### src/rtl/ric_pkg.sv
// reset and interrupt control: shared constants and carrier types
// assumes one 200 MHz core clock and a CPU core on the far side
`default_nettype none
package ric_pkg;
  localparam logic [15:0] VEC_RESET = 16'h1FFE;
  localparam logic [15:0] VEC_TRAP  = 16'h1FFC;
  localparam logic [15:0] VEC_PIN   = 16'h1FFA;
  localparam logic [15:0] VEC_CORE  = 16'h1FF8;
  localparam logic [15:0] VEC_LOWV  = 16'h1FF6;
  localparam logic [15:0] VEC_T16   = 16'h1FF4;
  localparam logic [15:0] VEC_KEYS  = 16'h1FF2;
  localparam logic [15:0] WDOG_ADDR = 16'h1FF0;
  localparam logic [15:0] RAM_LO    = 16'h0080;
  localparam logic [15:0] RAM_HI    = 16'h00FF;
  localparam logic [15:0] EE_LO     = 16'h0100;
  localparam logic [15:0] EE_HI     = 16'h019F;
  localparam logic [15:0] ROM_LO    = 16'h0800;
  localparam logic [15:0] EPROM_LO  = 16'h0700;
  localparam logic [15:0] ROM_HI    = 16'h1FFF;
  // apb register byte addresses
  localparam logic [11:0] A_OPT     = 12'h000;
  localparam logic [11:0] A_CTCS    = 12'h004;
  localparam logic [11:0] A_STAT    = 12'h008;
  // options register bits
  localparam int OPT_WDOG_EN = 0;
  localparam int OPT_PIN_LVL = 1;
  localparam int OPT_LV_EN   = 2;
  localparam int OPT_LV_CLR  = 3;
  localparam int OPT_LV_FLAG = 4;
  // core timer control/status bits
  localparam int CT_OVF_FLAG = 7;
  localparam int CT_RT_FLAG  = 6;
  localparam int CT_OVF_EN   = 5;
  localparam int CT_RT_EN    = 4;
  localparam int CT_RT_CLR   = 3;
  localparam int CT_OVF_CLR  = 2;
  localparam int CT_RATE_LO  = 0;
  // timing
  localparam real CLK_MHZ     = 200.0;
  localparam real MCYC_NS     = 500.0;  // machine cycle at 2 MHz bus
  localparam int  MCYC_CYC    = int'(MCYC_NS * CLK_MHZ / 1000.0);
  localparam int  PIN_MIN_CYC = (3 * MCYC_CYC + 1) / 2;  // 1.5 cycles
  localparam int  POR_CYC     = 8192;   // power_up_hold_delay in cycles
  localparam int  WDOG_CYC    = 65536;
  localparam int  TICK_DIV    = 4;      // core timer prescale
  typedef enum logic [2:0] {
    SRC_NONE = 3'b000, SRC_TRAP = 3'b001, SRC_PIN = 3'b010,
    SRC_CORE = 3'b011, SRC_LOWV = 3'b100, SRC_T16 = 3'b101,
    SRC_KEYS = 3'b110
  } ric_src_t;
  typedef struct packed {
    logic        boundary;     // instruction complete
    logic        fetch;        // opcode fetch strobe
    logic [15:0] fetch_addr;
    logic        trap_fetch;   // software_trap fetched
    logic        mask;         // condition_code_reg mask now
    logic        ret;          // return_from_service executing
    logic        stacked_mask; // mask value popped
    logic        svc_start;    // service routine entered
  } ric_cpu_t;
  typedef struct packed {
    logic        take;
    logic [15:0] vector;
    logic        set_mask;
    logic        clr_mask;
    logic        push;
  } ric_vec_t;
endpackage
`default_nettype wire

### src/rtl/ric_top.sv
// reset and interrupt control top: reset causes, watchdog, priority
// assumes cpu status as synchronous strobes, apb from system bus
`default_nettype none
module ric_top
  import ric_pkg::*;
#(
  parameter int  POR_CYCLES  = ric_pkg::POR_CYC,
  parameter int  WDOG_CYCLES = ric_pkg::WDOG_CYC,
  parameter bit  PROG_PART   = 1'b1,
  parameter bit  WDOG_STRAP  = 1'b0
) (
  input  wire logic              core_clk,
  input  wire logic              reset_n,
  input  wire logic              reset_pin_n,
  input  wire logic              osc_ready,
  input  wire logic              psel,
  input  wire logic              penable,
  input  wire logic              pwrite,
  input  wire logic [11:0]       paddr,
  input  wire logic [31:0]       pwdata,
  output logic                   pready,
  output logic      [31:0]       prdata,
  output logic                   pslverr,
  input  wire ric_pkg::ric_cpu_t cpu,
  input  wire logic              wr_strobe,
  input  wire logic [15:0]       wr_addr,
  input  wire logic [7:0]        wr_data,
  input  wire logic              irq_pin_n,
  input  wire logic              lv_pin_n,
  input  wire logic              t16_req,
  input  wire logic              keys_req,
  output ric_pkg::ric_vec_t      vec,
  output logic                   cpu_reset,
  output logic                   keep_mode
);
  import ric_pkg::*;

  if (POR_CYCLES < 1 || WDOG_CYCLES < 2) begin : gen_bad_counts
    $error("bad counts");
  end

  //////////////////////////////////////////////////////////////////////////
  // reset synchroniser and causes
  logic        rs1_ff, rs2_ff;
  logic [31:0] por_cnt_ff;
  logic        por_done_ff;
  logic [15:0] pin_cnt_ff;
  logic        pin_rst_ff;
  logic [31:0] wd_cnt_ff;
  logic        int_rst_ff;
  logic [7:0]  opt_ff;
  logic [7:0]  ct_ff;
  logic        wd_strap_ff;
  logic        boot_hold_ff;

  always_ff @(posedge core_clk or negedge reset_n) begin
    if (!reset_n) begin
      rs1_ff <= 1'b0;
      rs2_ff <= 1'b0;
    end else begin
      rs1_ff <= 1'b1;
      rs2_ff <= rs1_ff;
    end
  end
  wire rst_n = rs2_ff;

  wire por_tick = osc_ready && !por_done_ff;
  always_ff @(posedge core_clk or negedge rst_n) begin
    if (!rst_n) begin
      por_cnt_ff  <= '0;
      por_done_ff <= 1'b0;
      wd_strap_ff <= 1'b0;
      boot_hold_ff <= 1'b1;
    end else begin
      wd_strap_ff <= WDOG_STRAP;
      // hold until pin high after delay
      if (por_done_ff && reset_pin_n) boot_hold_ff <= 1'b0;
      if (por_tick) por_cnt_ff <= por_cnt_ff + 32'd1;
      if (por_tick && por_cnt_ff == 32'(POR_CYCLES - 1))
        por_done_ff <= 1'b1;
    end
  end

  wire pin_long = pin_cnt_ff >= 16'(PIN_MIN_CYC - 1);
  always_ff @(posedge core_clk or negedge rst_n) begin
    if (!rst_n) begin
      pin_cnt_ff <= '0;
      pin_rst_ff <= 1'b0;
    end else begin
      pin_cnt_ff <= reset_pin_n ? 16'h0000
                  : (pin_long ? pin_cnt_ff : pin_cnt_ff + 16'h0001);
      pin_rst_ff <= !reset_pin_n && pin_long;
    end
  end

  // boot or pin reset clears enables
  wire ext_rst = boot_hold_ff || pin_rst_ff;

  wire wd_en = PROG_PART ? opt_ff[OPT_WDOG_EN] : wd_strap_ff;
  wire wd_kick = wr_strobe && wr_addr == WDOG_ADDR && !wr_data[0];
  wire [15:0] prog_lo = PROG_PART ? EPROM_LO : ROM_LO;
  wire in_ram  = cpu.fetch_addr >= RAM_LO && cpu.fetch_addr <= RAM_HI;
  wire in_ee   = cpu.fetch_addr >= EE_LO && cpu.fetch_addr <= EE_HI;
  wire in_rom  = cpu.fetch_addr >= prog_lo && cpu.fetch_addr <= ROM_HI;
  wire illegal = cpu.fetch && !(in_ram || in_ee || in_rom);
  wire wd_out  = wd_en && wd_cnt_ff == 32'(WDOG_CYCLES - 1);

  always_ff @(posedge core_clk or negedge rst_n) begin
    if (!rst_n) begin
      wd_cnt_ff  <= '0;
      int_rst_ff <= 1'b0;
      keep_mode  <= 1'b0;
    end else begin
      wd_cnt_ff  <= (wd_kick || !wd_en || wd_out) ? 32'd0
                  : wd_cnt_ff + 32'd1;
      int_rst_ff <= wd_out || illegal;
      if (wd_out) keep_mode <= 1'b1;
      else if (ext_rst) keep_mode <= 1'b0;
    end
  end

  wire any_rst  = ext_rst || int_rst_ff;
  assign cpu_reset = any_rst;

  //////////////////////////////////////////////////////////////////////////
  // core timer, pin latch, low voltage
  logic [1:0]  div_ff;
  logic [7:0]  ctr_ff;
  logic        pin_d_ff, pin_lat_ff, lv_d_ff;
  logic        tick;
  logic        trap_pend_ff, trap_early_ff;
  ric_src_t    cur_ff;
  assign tick = div_ff == 2'(TICK_DIV - 1);
  wire [7:0] rt_mask = 8'h0F << ct_ff[1:0];
  wire apb_wr  = psel && penable && pwrite;
  wire wr_opt  = apb_wr && paddr == A_OPT;
  wire wr_ct   = apb_wr && paddr == A_CTCS;
  wire ovf_set = tick && ctr_ff == 8'hFF;
  wire rt_set  = tick && (ctr_ff & rt_mask) == rt_mask;
  wire pin_fall = pin_d_ff && !irq_pin_n;
  wire lv_edge  = lv_d_ff != lv_pin_n;

  always_ff @(posedge core_clk or negedge rst_n) begin
    if (!rst_n) begin
      div_ff <= '0;
      ctr_ff <= '0;
    end else begin
      div_ff <= tick ? 2'b00 : div_ff + 2'b01;
      if (tick) ctr_ff <= ctr_ff + 8'h01;
    end
  end

  always_ff @(posedge core_clk or negedge rst_n) begin
    if (!rst_n) begin
      opt_ff <= '0;
      ct_ff  <= '0;
    end else if (ext_rst) begin
      opt_ff <= '0;
      ct_ff  <= '0;
    end else begin
      if (wr_opt) begin
        opt_ff[OPT_LV_EN:OPT_WDOG_EN] <= pwdata[OPT_LV_EN:OPT_WDOG_EN];
      end
      if (opt_ff[OPT_LV_EN] && lv_edge) opt_ff[OPT_LV_FLAG] <= 1'b1;
      else if (wr_opt && pwdata[OPT_LV_CLR]) opt_ff[OPT_LV_FLAG] <= 1'b0;
      if (wr_ct) begin
        ct_ff[CT_OVF_EN:CT_RT_EN] <= pwdata[CT_OVF_EN:CT_RT_EN];
        ct_ff[CT_RATE_LO+1:CT_RATE_LO] <= pwdata[CT_RATE_LO+1:CT_RATE_LO];
      end
      // timer flags, set wins over clear
      if (ovf_set && ct_ff[CT_OVF_EN]) ct_ff[CT_OVF_FLAG] <= 1'b1;
      else if (wr_ct && pwdata[CT_OVF_CLR]) ct_ff[CT_OVF_FLAG] <= 1'b0;
      if (rt_set && ct_ff[CT_RT_EN]) ct_ff[CT_RT_FLAG] <= 1'b1;
      else if (wr_ct && pwdata[CT_RT_CLR]) ct_ff[CT_RT_FLAG] <= 1'b0;
    end
  end

  always_ff @(posedge core_clk or negedge rst_n) begin
    if (!rst_n) begin
      pin_d_ff   <= 1'b1;
      lv_d_ff    <= 1'b1;
      pin_lat_ff <= 1'b0;
    end else begin
      pin_d_ff <= irq_pin_n;
      lv_d_ff  <= lv_pin_n;
      if (pin_fall) pin_lat_ff <= 1'b1;
      else if (cpu.svc_start && cur_ff == SRC_PIN) pin_lat_ff <= 1'b0;
    end
  end

  //////////////////////////////////////////////////////////////////////////
  // priority and vector
  wire pin_req  = pin_lat_ff || (opt_ff[OPT_PIN_LVL] && !irq_pin_n);
  wire core_req = ct_ff[CT_OVF_FLAG] || ct_ff[CT_RT_FLAG];
  wire lv_req   = opt_ff[OPT_LV_FLAG];
  wire open_m   = !cpu.mask;
  wire mask_req = pin_req || core_req || lv_req || t16_req || keys_req;
  wire trap_go  = trap_pend_ff && !(trap_early_ff && open_m && mask_req);
  ric_src_t win;
  assign win = trap_go                 ? SRC_TRAP :
               (open_m && pin_req)     ? SRC_PIN  :
               (open_m && core_req)    ? SRC_CORE :
               (open_m && lv_req)      ? SRC_LOWV :
               (open_m && t16_req)     ? SRC_T16  :
               (open_m && keys_req)    ? SRC_KEYS : SRC_NONE;
  logic [15:0] win_vec;
  always_comb begin
    case (win)
      SRC_TRAP: win_vec = VEC_TRAP;
      SRC_PIN:  win_vec = VEC_PIN;
      SRC_CORE: win_vec = VEC_CORE;
      SRC_LOWV: win_vec = VEC_LOWV;
      SRC_T16:  win_vec = VEC_T16;
      SRC_KEYS: win_vec = VEC_KEYS;
      default:  win_vec = VEC_RESET;
    endcase
  end

  wire take = cpu.boundary && win != SRC_NONE && !any_rst;
  always_ff @(posedge core_clk or negedge rst_n) begin
    if (!rst_n) begin
      trap_pend_ff <= 1'b0;
      trap_early_ff <= 1'b0;
      cur_ff       <= SRC_NONE;
      vec          <= '0;
    end else begin
      // note requests pending at trap fetch
      if (cpu.trap_fetch) trap_early_ff <= open_m && mask_req;
      if (cpu.trap_fetch) trap_pend_ff <= 1'b1;
      else if (take && win == SRC_TRAP) trap_pend_ff <= 1'b0;
      if (take) cur_ff <= win;
      vec.take <= take || any_rst;
      vec.vector <= any_rst ? VEC_RESET : win_vec;
      vec.push     <= take;
      vec.set_mask <= take || any_rst;
      vec.clr_mask <= cpu.ret && !cpu.stacked_mask && !any_rst;
    end
  end

  //////////////////////////////////////////////////////////////////////////
  // apb slave, zero wait
  wire mapped = paddr == A_OPT || paddr == A_CTCS || paddr == A_STAT;
  assign pready  = 1'b1;
  assign pslverr = psel && penable && !mapped;
  always_comb begin
    case (paddr)
      A_OPT:   prdata = {24'h000000, opt_ff & 8'hF7};
      A_CTCS:  prdata = {24'h000000, ct_ff & 8'hF3};
      A_STAT:  prdata = {23'h000000, keep_mode, lv_pin_n, trap_pend_ff,
                         pin_lat_ff, wd_en, 1'b0, cur_ff};
      default: prdata = 32'h00000000;
    endcase
  end
endmodule
`default_nettype wire

### config.mk
export PLATFORM = sky130hd
export DESIGN_NAME = ric_top
export DESIGN_NICKNAME = d
export VERILOG_FILES = /design/src/rtl/ric_pkg.sv /design/src/rtl/ric_top.sv
export SDC_FILE = /design/constraint.sdc
export NUM_CORES = 1
export LEC_CHECK = 0
export ABC_AREA = 1
export BUFFER_PORTS_ARGS = -buffer_cell sky130_fd_sc_hd__clkbuf_2
export CELL_PAD_IN_SITES_DETAIL_PLACEMENT = 1
export CELL_PAD_IN_SITES_GLOBAL_PLACEMENT = 2
export CORE_MARGIN = 4
export CORE_UTILIZATION = 31
export CTS_CLUSTER_DIAMETER = 30
export CTS_CLUSTER_SIZE = 14
export DETAILED_ROUTE_END_ITERATION = 7
export HOLD_SLACK_MARGIN = 0.05
export PLACE_DENSITY_LB_ADDON = 0.1
export SETUP_SLACK_MARGIN = 0.1
export SYNTH_ARGS = -nofsm -noshare
export SYNTH_HDL_FRONTEND = slang
export SYNTH_SLANG_ARGS = --single-unit
### constraint.sdc
create_clock -name core_clk -period 5.1 [get_ports core_clk]
set_clock_uncertainty 0.05 [all_clocks]
set_input_delay 0.255 -clock core_clk [delete_from_list [all_inputs] [get_ports core_clk]]
set_output_delay 0.255 -clock core_clk [all_outputs]
set_load 0.1 [all_outputs]
==> key figures, run 1 <==
Detailed routing
  • Total number of vias: 5827
  • Routed len/inst: 14.37 um
  • Post-DR vias/cell: 4.475
  • DRT antenna net count: 0
  • Drt initial violations: 169
  • Remaining DRCs: 0
  • WL final: 18710 um
  • DR pass1 iterations: 4

CTS
  • Maximum clock path buffer count: 2
  • CTS tree: built
  • H-Tree Depth: 4
  • CTS Sinks: 122
  • Total CTS buffers: 17
  • Setup bufs post-CTS: 0
  • Worst-Skew Late Latency: 0.42 ns
  • Clk Tree Root Cell: clkbuf_16
  • Clock slew at reported path FFs: 0.06 ns

Finish
  • Area Overhead vs Synth: 17.71%
  • Commonest non-fill, non-tap cell in the layout: nand2_1
  • Layout cells sized above 1: 17.03%
  • Commonest cells after routing, fill and taps aside: 240 x nand2_1, 118 x dfrtp_1, 115 x nor2_1, 104 x inv_1, 91 x clkbuf_2
  • Nets: 1119
  • # diodes: 0

Timing
  • Rel. slew slack: 35.47%
  • Period utilization: approximately 52%
  • Final min period: 2.676 ns
  • Slew Limit Fails: 0
  • Setup TNS: 0 ns
  • Worst setup margin: between 2 and 2.5 ns
  • Least-Margin Pin Slew: 0.9680 ns
  • Final Hold Vio Count: 0
  • Max Clk Rate: approximately 370 MHz
  • Unrepaired setup endpoints after global routing: false
  • Final setup violation count: 0

Synthesis
  • Top-area cell type share of the netlist area: between 40% and 50%
  • Yosys top cell by area: dfrtp_1
  • Post-synthesis register bit count: 122
  • Register area share after synthesis: 43.57%
  • Syn. warnings: 0
  • Cells after Synth: 904
  • Syn Area/Cell: 7.760 um2
  • Distinct cells, synth: 47
  • Synth area leaders: dfrtp_1 42%, nand2_1 13%, nor2_1 6.2%, inv_1 5.6%, xor2_1 5.5%
  • Cell Area, Synth: 7015 um2
  • Ys flop type: dfrtp_1
  • Number of synthesized flops with an enable pin: 0
  • Async SR Flop Fraction: 100.0%

Critical path
  • Critical path origin: pin_rst_ff
  • Critical R2R Capture: por_cnt_ff[17]
  • Reg2Reg Depth: 8
  • Reg2reg start: por_done_ff
  • Setup crit end kind: output pin
  • WS Path Type: register to output pin
  • Worst Path Arrival: 2.37 ns
  • Worst setup SP type: register
  • Crit path required time: 4.80 ns
  • CP Max Fanout: 11
  • CP Capture Point: cpu_reset
  • FF-to-FF setup slack: 2.71 ns

Status
  • Status: complete, no violations

Global routing
  • First-pass GRT wire length: 31070 um
  • Largest net degree at the start of global routing: slightly below 80
  • Grt total ovfl: 0
  • Total track usage: 15.53%
  • Initial antenna violation count: 0
  • Vias in the first global route: 6168

Floorplan
  • Number of placement rows: 54
  • Io pins: 159
  • Initial Utilization: 31.85%
  • DIE AREA: 25100 um2
  • Die Wd: 158.4 um
  • Die height: between 150 and 200 um
  • Core footprint: between 20000 and 25000 um2

Flow run
  • MaxCap Viol Count: 0

Pwr
  • Pwr Density: 299.2 nW/um2
  • Leakage: a little under 4 nW
  • Peak supply drop: 0.1758 mV

Placement
  • Place WS: ~2.7 ns
  • Hpwl dp: approximately 14000 um
  • Placer congestion estimate: 0.7730
  • Count of input and output buffers: 91

Worst hold path
  • Min-delay worst type: input pin to register
sequential cells by signal, indices dropped and copies added, names as in the netlist, 3 cells and up:
register and cells:
cur_ff 3, opt_ff 4, wd_cnt_ff 32, ctr_ff 8, ct_ff 6, por_cnt_ff 32
pin_cnt_ff 16, vec 7
routing by layer:
| layer | routed length [um] | vias up | share of wire (%) | track usage [%] |
|---|---|---|---|---|
| met4 | 171 | 0 | 0.91 | 4.143 |
| met1 | 9072 | 2743 | 48 | 20.81 |
| met3 | 544 | 14 | 2.9 | 3.071 |
| met5 | 0 | - | 0 | 0 |
| li1 | - | 2995 | - | - |
| met2 | 8925 | 75 | 48 | 25.73 |
worst min-delay path by stage:
stage                end  startpoint  slack [ns]  cells after the start
2_1_floorplan     rs1_ff     reset_n       -0.09                      0
3_3_place_gp      rs1_ff     reset_n      -0.008                      1
3_5_place_dp      rs1_ff     reset_n      -0.007                      1
4_1_cts        opt_ff[1]   pwdata[1]        0.05                      3
5_1_grt         ct_ff[0]   pwdata[0]        0.09                      3
6_report       opt_ff[1]   pwdata[1]        0.07                      3
cell families (layout without fill, tap and decap cells):
group / count (synthesis) / after routing / synth area share (%)
muxes: 1 / 1 / 0.1605
other: 2 / 31 / 0.1070
DFF: 122 / 122 / 43.57
xor gates and xnor gates: 53 / 53 / 6.617
adders and majority gates: 7 / 7 / 1.248
AOI/OAI and AO/OA: 48 / 48 / 4.013
and+or+nand+nor: 516 / 516 / 33.32
buffers and inverters: 155 / 244 / 10.97
final cells by class:
type,count,area [um2]
timing repair buffer,102,563.0
sequential,122,3060
inverter,110,412.9
clock buffer,21,450.4
multi-input combinational,656,3298
clock inverter,11,122.6
fill,2730,13770
tap,280,350.3
worst max-delay path, cell delays in order (launching register included):
cell and delay, ns:
dfrtp_1 0.37, nor2_2 0.34, inv_1 0.20, nor2_1 0.54, inv_1 0.09, clkbuf_2 0.39
cells in the mapped netlist (all sizes together), types with 2 or more instances:
| master | count |
|---|---|
| a21oi | 5 |
| buf | 42 |
| clkbuf | 3 |
| conb | 2 |
| dfrtp | 119 |
| dfstp | 3 |
| ha | 7 |
| inv | 109 |
| nand2 | 246 |
| nand3 | 55 |
| nand3b | 6 |
| nand4 | 27 |
| nor2 | 143 |
| nor3 | 34 |
| nor4 | 2 |
| o211ai | 3 |
| o21ai | 28 |
| o221ai | 2 |
| o22ai | 2 |
| xnor2 | 9 |
| xor2 | 44 |
through the flow:
| stage | std cells | power [mW] | hold slack (ns) | cell area, um2 | util, % |
|---|---|---|---|---|---|
| after floorplan | 933 | 1.265 | -0.09059 | 7124 | - |
| after global placement | 1260 | 1.303 | -0.008063 | 7585 | 34.44 |
| after detailed placement | 1260 | 1.305 | -0.006922 | 7585 | 34.44 |
| after CTS | 1302 | 2.519 | 0.05165 | 8258 | 37.49 |
| after global routing | 1302 | 2.583 | 0.08549 | 8258 | 37.49 |
| final | 1302 | 2.471 | 0.07169 | 8258 | 37.49 |
where the power goes:
group	switching, mW	internal, mW
Clock	0.450	0.730
Sequential	0.0215	0.989
Combinational	0.230	0.0493
Total	0.702	1.77
repair_timing:
action / in CTS / in global routing
hold buffers: 10 / 0
gates resized for setup: 0 / 0
endpoints found under the hold margin: 11 / 0
Power figures use the tool's default switching activity.
==> run 2: changes to the inputs <==
clock period = 2.7 ns   (was 5.1 ns; I/O delays follow)
==> run 2 against run 1 <==
Net effect: register-to-register slack got worse by 2.1 ns; combinational power increased by 96%; wire length decreased by 0.64%; setup slack got worse by 2.0 ns; hold slack got worse by 0.0028 ns; via count increased by 0.94%; sequential power increased by 89%; first-iteration DRC count increased by 7.7%; sequential share of layout area decreased by 0.87 points; clock power increased by 97%; critical path type is now input pin to output pin; largest cell class unchanged; highest routed layer unchanged.
==> key figures, run 2 (same netlist as run 1, synthesis figures left out) <==
Pwr
  • Comb pwr share: 11.5%
  • Psw: 1.426 mW
  • Internal power: 3.354 mW
  • Flop pwr share: 39.9%
  • Peak supply drop: 0.2958 mV
  • Switching share of power: 29.84%
  • Clock power share: 48.6%
  • Pwr Density: approximately 570 nW/um2
  • Leakage: 3.980 nW

Detailed routing
  • Routed len/inst: 14.09 um
  • Remaining DRCs: 0
  • DRT antenna net count: 0
  • WL final: 18590 um
  • Drt initial violations: between 150 and 200
  • DR pass1 iterations: 4
  • Post-DR vias/cell: 4.456
  • Total number of vias: roughly 6000

Global routing
  • Grt total ovfl: 0
  • Total track usage: 15.38%
  • Largest net degree at the start of global routing: 54
  • Initial antenna violation count: 0
  • Vias in the first global route: ~6000
  • First-pass GRT wire length: slightly above 30000 um

Critical path
  • WS Path Type: input pin to output pin
  • Reg2Reg Depth: 8
  • Crit path required time: 2.52 ns
  • Worst setup SP type: input pin
  • Worst Path Arrival: 2.08 ns
  • CP Max Fanout: 4
  • Setup crit end kind: output pin

Flow run
  • MaxCap Viol Count: 0

Floorplan
  • Initial Utilization: 31.85%
  • Io pins: around 160
  • Core footprint: 22030 um2
  • Die Wd: roughly 160 um
  • Die height: 158.4 um
  • DIE AREA: 25100 um2
  • Number of placement rows: 54

CTS
  • Clk Tree Root Cell: clkbuf_16
  • Maximum clock path buffer count: 2
  • H-Tree Depth: 4
  • Clock slew at reported path FFs: about 0.06 ns
  • Worst-Skew Late Latency: 0.43 ns
  • CTS tree: built
  • CTS Sinks: 122
  • Total CTS buffers: 17

Placement
  • Place WS: between 0.6 and 0.7 ns
  • Placed Cells incl. Taps: 1266
  • Placer congestion estimate: 0.7382
  • Count of input and output buffers: 91
  • Hpwl dp: roughly 14000 um

Timing
  • Slew Limit Fails: 0
  • Least-Margin Pin Slew: around 0.58 ns
  • Final min period: 2.265 ns
  • Final setup violation count: 0
  • Max Clk Rate: 441.4 MHz
  • Period utilization: a little over four fifths
  • Unrepaired setup endpoints after global routing: false
  • Worst setup margin: 0.4347 ns
  • Rel. slew slack: 61.38%
  • Final Hold Vio Count: 0

Finish
  • Commonest non-fill, non-tap cell in the layout: nand2_1
  • Area Overhead vs Synth: 20.53%
  • Top flop regs: por_cnt_ff: 32 flops, wd_cnt_ff: 32 flops, pin_cnt_ff: 16 flops
  • Finished Layout Cells: 1320
  • Nets: roughly 1100
  • Commonest cells after routing, fill and taps aside: 240 x nand2_1, 118 x dfrtp_1, 115 x nor2_1, 104 x inv_1, 91 x clkbuf_2
  • Layout cells sized above 1: 17.60%
  • Utilization after layout: 38.39%
  • # diodes: 0

Status
  • Status: complete, no violations

Worst hold path
  • Hold Path Stages: 3
  • Min-delay worst type: input pin to register
==> run 2: cell types whose count changed in the layout (fill, tap and decap cells not counted), sizes merged <==
cell,previous run,this run
buf,1,7
clkbuf,112,108
clkinv,6,5
dlygate4sd3,10,22
inv,109,114
==> run 2: power by group through the flow <==
stage	combinational, mW	clock, mW	sequential [mW]
6_report	0.550	2.32	1.91
3_5_place_dp	0.530	0	1.94
2_1_floorplan	0.382	0	2.01
3_3_place_gp	0.528	0	1.94
5_1_grt	0.595	2.47	1.91
4_1_cts	0.557	2.41	1.91
==> run 2: layout make-up <==
type,instances,area (um2)
Tap cell,280,350.3
Clock inverter,15,167.7
Fill cell,2732,13570
Timing Repair Buffer,120,740.7
Inverter,110,412.9
Multi-Input combinational cell,656,3298
Clock buffer,17,425.4
Sequential cell,122,3060
==> run 2: stage by stage <==
| stage | power [mW] | hold WS [ns] | area, um2 | TNS, ns |
|---|---|---|---|---|
| finish | 4.781 | 0.06885 | 8456 | 0 |
| floorplan | 2.389 | -0.2106 | 7126 | -1.308 |
| global placement | 2.467 | -0.1285 | 7642 | 0 |
| CTS | 4.872 | 0.05934 | 8456 | 0 |
| detailed placement | 2.469 | -0.1237 | 7642 | 0 |
| global route | 4.974 | 0.09234 | 8456 | 0 |
==> run 2: path summary, 6_finish.rpt <==
check,startpoint,endpoint,slack [ns]
max,paddr[2],prdata[2],0.43
min,osc_ready,por_cnt_ff[0],0.07
max reg2reg,pin_rst_ff,vec[1],0.62
min reg2reg,rs2_ff,wd_cnt_ff[7],0.24
max in group asynchronous,rs2_ff,pin_d_ff,1.62
min in group asynchronous,rs2_ff,wd_cnt_ff[7],0.24
==> run 2: critical path, stage by stage <==
cell and delay [ns]:
dlygate4sd3_1 0.55, clkbuf_2 0.12, nor3_1 0.36, nand2_1 0.18, o22ai_1 0.23, clkbuf_2 0.50
==> run 2: what timing repair did <==
action	4_1_cts	5_1_grt
buffers inserted	0	0
hold buffers	22	0
endpoints found under the hold margin	33	0
resized for setup	0	0
endpoints found under the setup margin	0	0
==> run 2: layer usage <==
metal | vias up | part of all wire (%) | global-route usage, %
met1 | 2761 | 49 | 20.83
met2 | 71 | 47 | 25.17
li1 | 3036 | - | -
met5 | - | 0 | 0
met4 | 0 | 1.3 | 4.874
met3 | 14 | 2.3 | 2.582
==> run 3: changes to the inputs <==
CORE_UTILIZATION = 28   (was 31)
clock period = 2 ns   (was 2.7 ns; I/O delays follow)
==> run 3 against run 2 <==
Net effect: register-to-register slack got worse by 0.39 ns; critical path depth is 4 higher; wire length increased by 12%; hold slack better by 0.020 ns; die area rose by 10%; global-route usage shrank 0.30 points; cell count is 4.4% higher; sequential power grew 34%; setup slack got worse by 0.21 ns; total power increased by 38%; first-iteration DRC count up 10%; flip-flop and latch count did not move.
==> key figures, run 3 (same netlist as run 1, synthesis figures left out) <==
Detailed routing
  • DR pass1 iterations: 4
  • Routed len/inst: 15.07 um
  • Total number of vias: 6028
  • DRT antenna net count: 0
  • Remaining DRCs: 0
  • Post-DR vias/cell: 4.374
  • Drt initial violations: 201
  • WL final: between 20000 and 25000 um

CTS
  • Total CTS buffers: 17
  • CTS tree: built
  • Clk Tree Root Cell: clkbuf_16
  • CTS Sinks: about 120
  • Worst-Skew Late Latency: 0.43 ns
  • H-Tree Depth: 4
  • Clock slew at reported path FFs: around 0.06 ns
  • Maximum clock path buffer count: 2

Floorplan
  • Io pins: 159
  • Core footprint: 24460 um2
  • DIE AREA: 27650 um2
  • Number of placement rows: 57
  • Die height: ~170 um
  • Initial Utilization: 28.68%
  • Die Wd: 166.3 um

Pwr
  • Peak supply drop: around 0.43 mV
  • Pwr Density: 741.0 nW/um2
  • Internal power: 4.677 mW
  • Clock power share: 49.2%
  • Leakage: 4.083 nW
  • Switching share of power: between 20% and 30%
  • Flop pwr share: 39.0%
  • Comb pwr share: roughly an eighth
  • Psw: about 1.9 mW

Finish
  • # fillers: about 3000
  • Nets: 1151
  • Commonest non-fill, non-tap cell in the layout: nand2_1
  • Finished Layout Cells: 1378
  • Top flop regs: por_cnt_ff: 32 flops, wd_cnt_ff: 32 flops, pin_cnt_ff: 16 flops
  • Layout cells sized above 1: slightly above 20%
  • Area Overhead vs Synth: 26.63%
  • Commonest cells after routing, fill and taps aside: 238 x nand2_1, 118 x dfrtp_1, 108 x nor2_1, 103 x inv_1, 81 x clkbuf_2
  • # diodes: 0

Timing
  • Least-Margin Pin Slew: 0.9265 ns
  • Final Hold Vio Count: 0
  • Max Clk Rate: 564.3 MHz
  • Rel. slew slack: 38.17%
  • Unrepaired setup endpoints after global routing: true
  • Final setup violation count: 0
  • Period utilization: 88.61%
  • Worst setup margin: 0.2279 ns
  • Final min period: 1.772 ns
  • Slew Limit Fails: 0

Placement
  • Placed Cells incl. Taps: about 1300
  • Count of input and output buffers: between 90 and 100
  • Hpwl dp: 15480 um
  • Placer congestion estimate: 0.7620
  • Place WS: 0.1449 ns

Worst hold path
  • Min-delay worst type: input pin to register
  • HP Start: paddr[3]

Critical path
  • CP Max Fanout: 8
  • Critical path origin: wd_cnt_ff[0]
  • FF-to-FF setup slack: between 0.2 and 0.25 ns
  • Crit path required time: 2.25 ns
  • Worst Path Arrival: 2.02 ns
  • Crit path buf inv count: 2
  • Setup crit end kind: register
  • Crit path cell chain: ha_2, nand2_1, nor2_2, nand3_2, inv_2, nand2_4, inv_2, nand2_8, nand2_8, nor2_1
  • CP top delay family: simple AND/OR/NAND/NOR gates
  • Worst setup SP type: register
  • Max incr delay on CP: 0.39 ns
  • Reg2reg start: wd_cnt_ff[0]
  • Slowest cell on the critical path: dfrtp_1
  • WS Path Type: register to register

Flow run
  • MaxCap Viol Count: 0

Global routing
  • Grt total ovfl: 0
  • Largest net degree at the start of global routing: 56
  • Vias in the first global route: 6323
  • Total track usage: about 15%
  • Initial antenna violation count: 0
  • First-pass GRT wire length: 33820 um

Status
  • Status: complete, no violations
[run 3: final cells by class]
class / instances / area (um2) / share of cell area [%]
inverters: 110 / 416.7 / 4.690
flip-flops and latches: 122 / 3060 / 34.45
multi-input cells: 659 / 3422 / 38.52
clock inverters: 14 / 171.4 / 1.930
repair buffers: 131 / 968.4 / 10.90
clock buffers: 18 / 439.2 / 4.944
well taps: 324 / 405.4 / 4.563
[run 3: final timing paths]
kind                            cells past startpoint            end
worst min-delay path                                4       ct_ff[0]
max in group asynchronous                           1       pin_d_ff
min in group asynchronous                           0   wd_cnt_ff[4]
worst max register to register                     10  wd_cnt_ff[25]
worst min register to register                      0   wd_cnt_ff[4]
worst max-delay path                               10  wd_cnt_ff[25]
[run 3: layer usage]
metal | vias up | wire length (um) | global-route usage (%)
met5 | - | 0 | 0
met4 | 0 | 97 | 3.735
met3 | 5 | 551 | 3.071
met2 | 72 | 9986 | 24.73
met1 | 2883 | 10130 | 20.52
li1 | 3068 | - | -
[run 3: stage by stage]
step	util, %	total power, mW	area [um2]	TNS (ns)	hold slack, ns
after floorplan	-	3.228	7153	-2.928	-0.2456
after global placement	32.52	3.359	7955	0	-0.1614
after detailed placement	32.52	3.364	7955	0	-0.1599
after CTS	35.83	6.698	8766	0	0.07053
after global routing	36.32	6.863	8884	0	0.09698
final	36.32	6.582	8884	0	0.08924
[run 3: power groups by stage]
stage / combinational, mW / clock, mW / sequential, mW
2_1_floorplan: 0.519 / 0 / 2.71
3_3_place_gp: 0.751 / 0 / 2.61
3_5_place_dp: 0.755 / 0 / 2.61
4_1_cts: 0.787 / 3.35 / 2.56
5_1_grt: 0.833 / 3.46 / 2.57
6_report: 0.778 / 3.24 / 2.56
[run 3: worst register-to-register path, delay by kind of cell (launching register included)]
family,cells,cell delay [ns]
adder cells (fa/ha/maj),1,0.22
flip-flops,1,0.39
buffers and inverters,2,0.22
AND/OR/NAND/NOR,7,0.77
[run 3: what timing repair did]
action                     4_1_cts  5_1_grt
gates cloned                     0        3
hold buffers                    20        0
pin swaps                        0        2
hold endpoints to repair        40        0
gates resized for setup          0       15
setup endpoints to repair        1       50
buffers inserted                 0        2
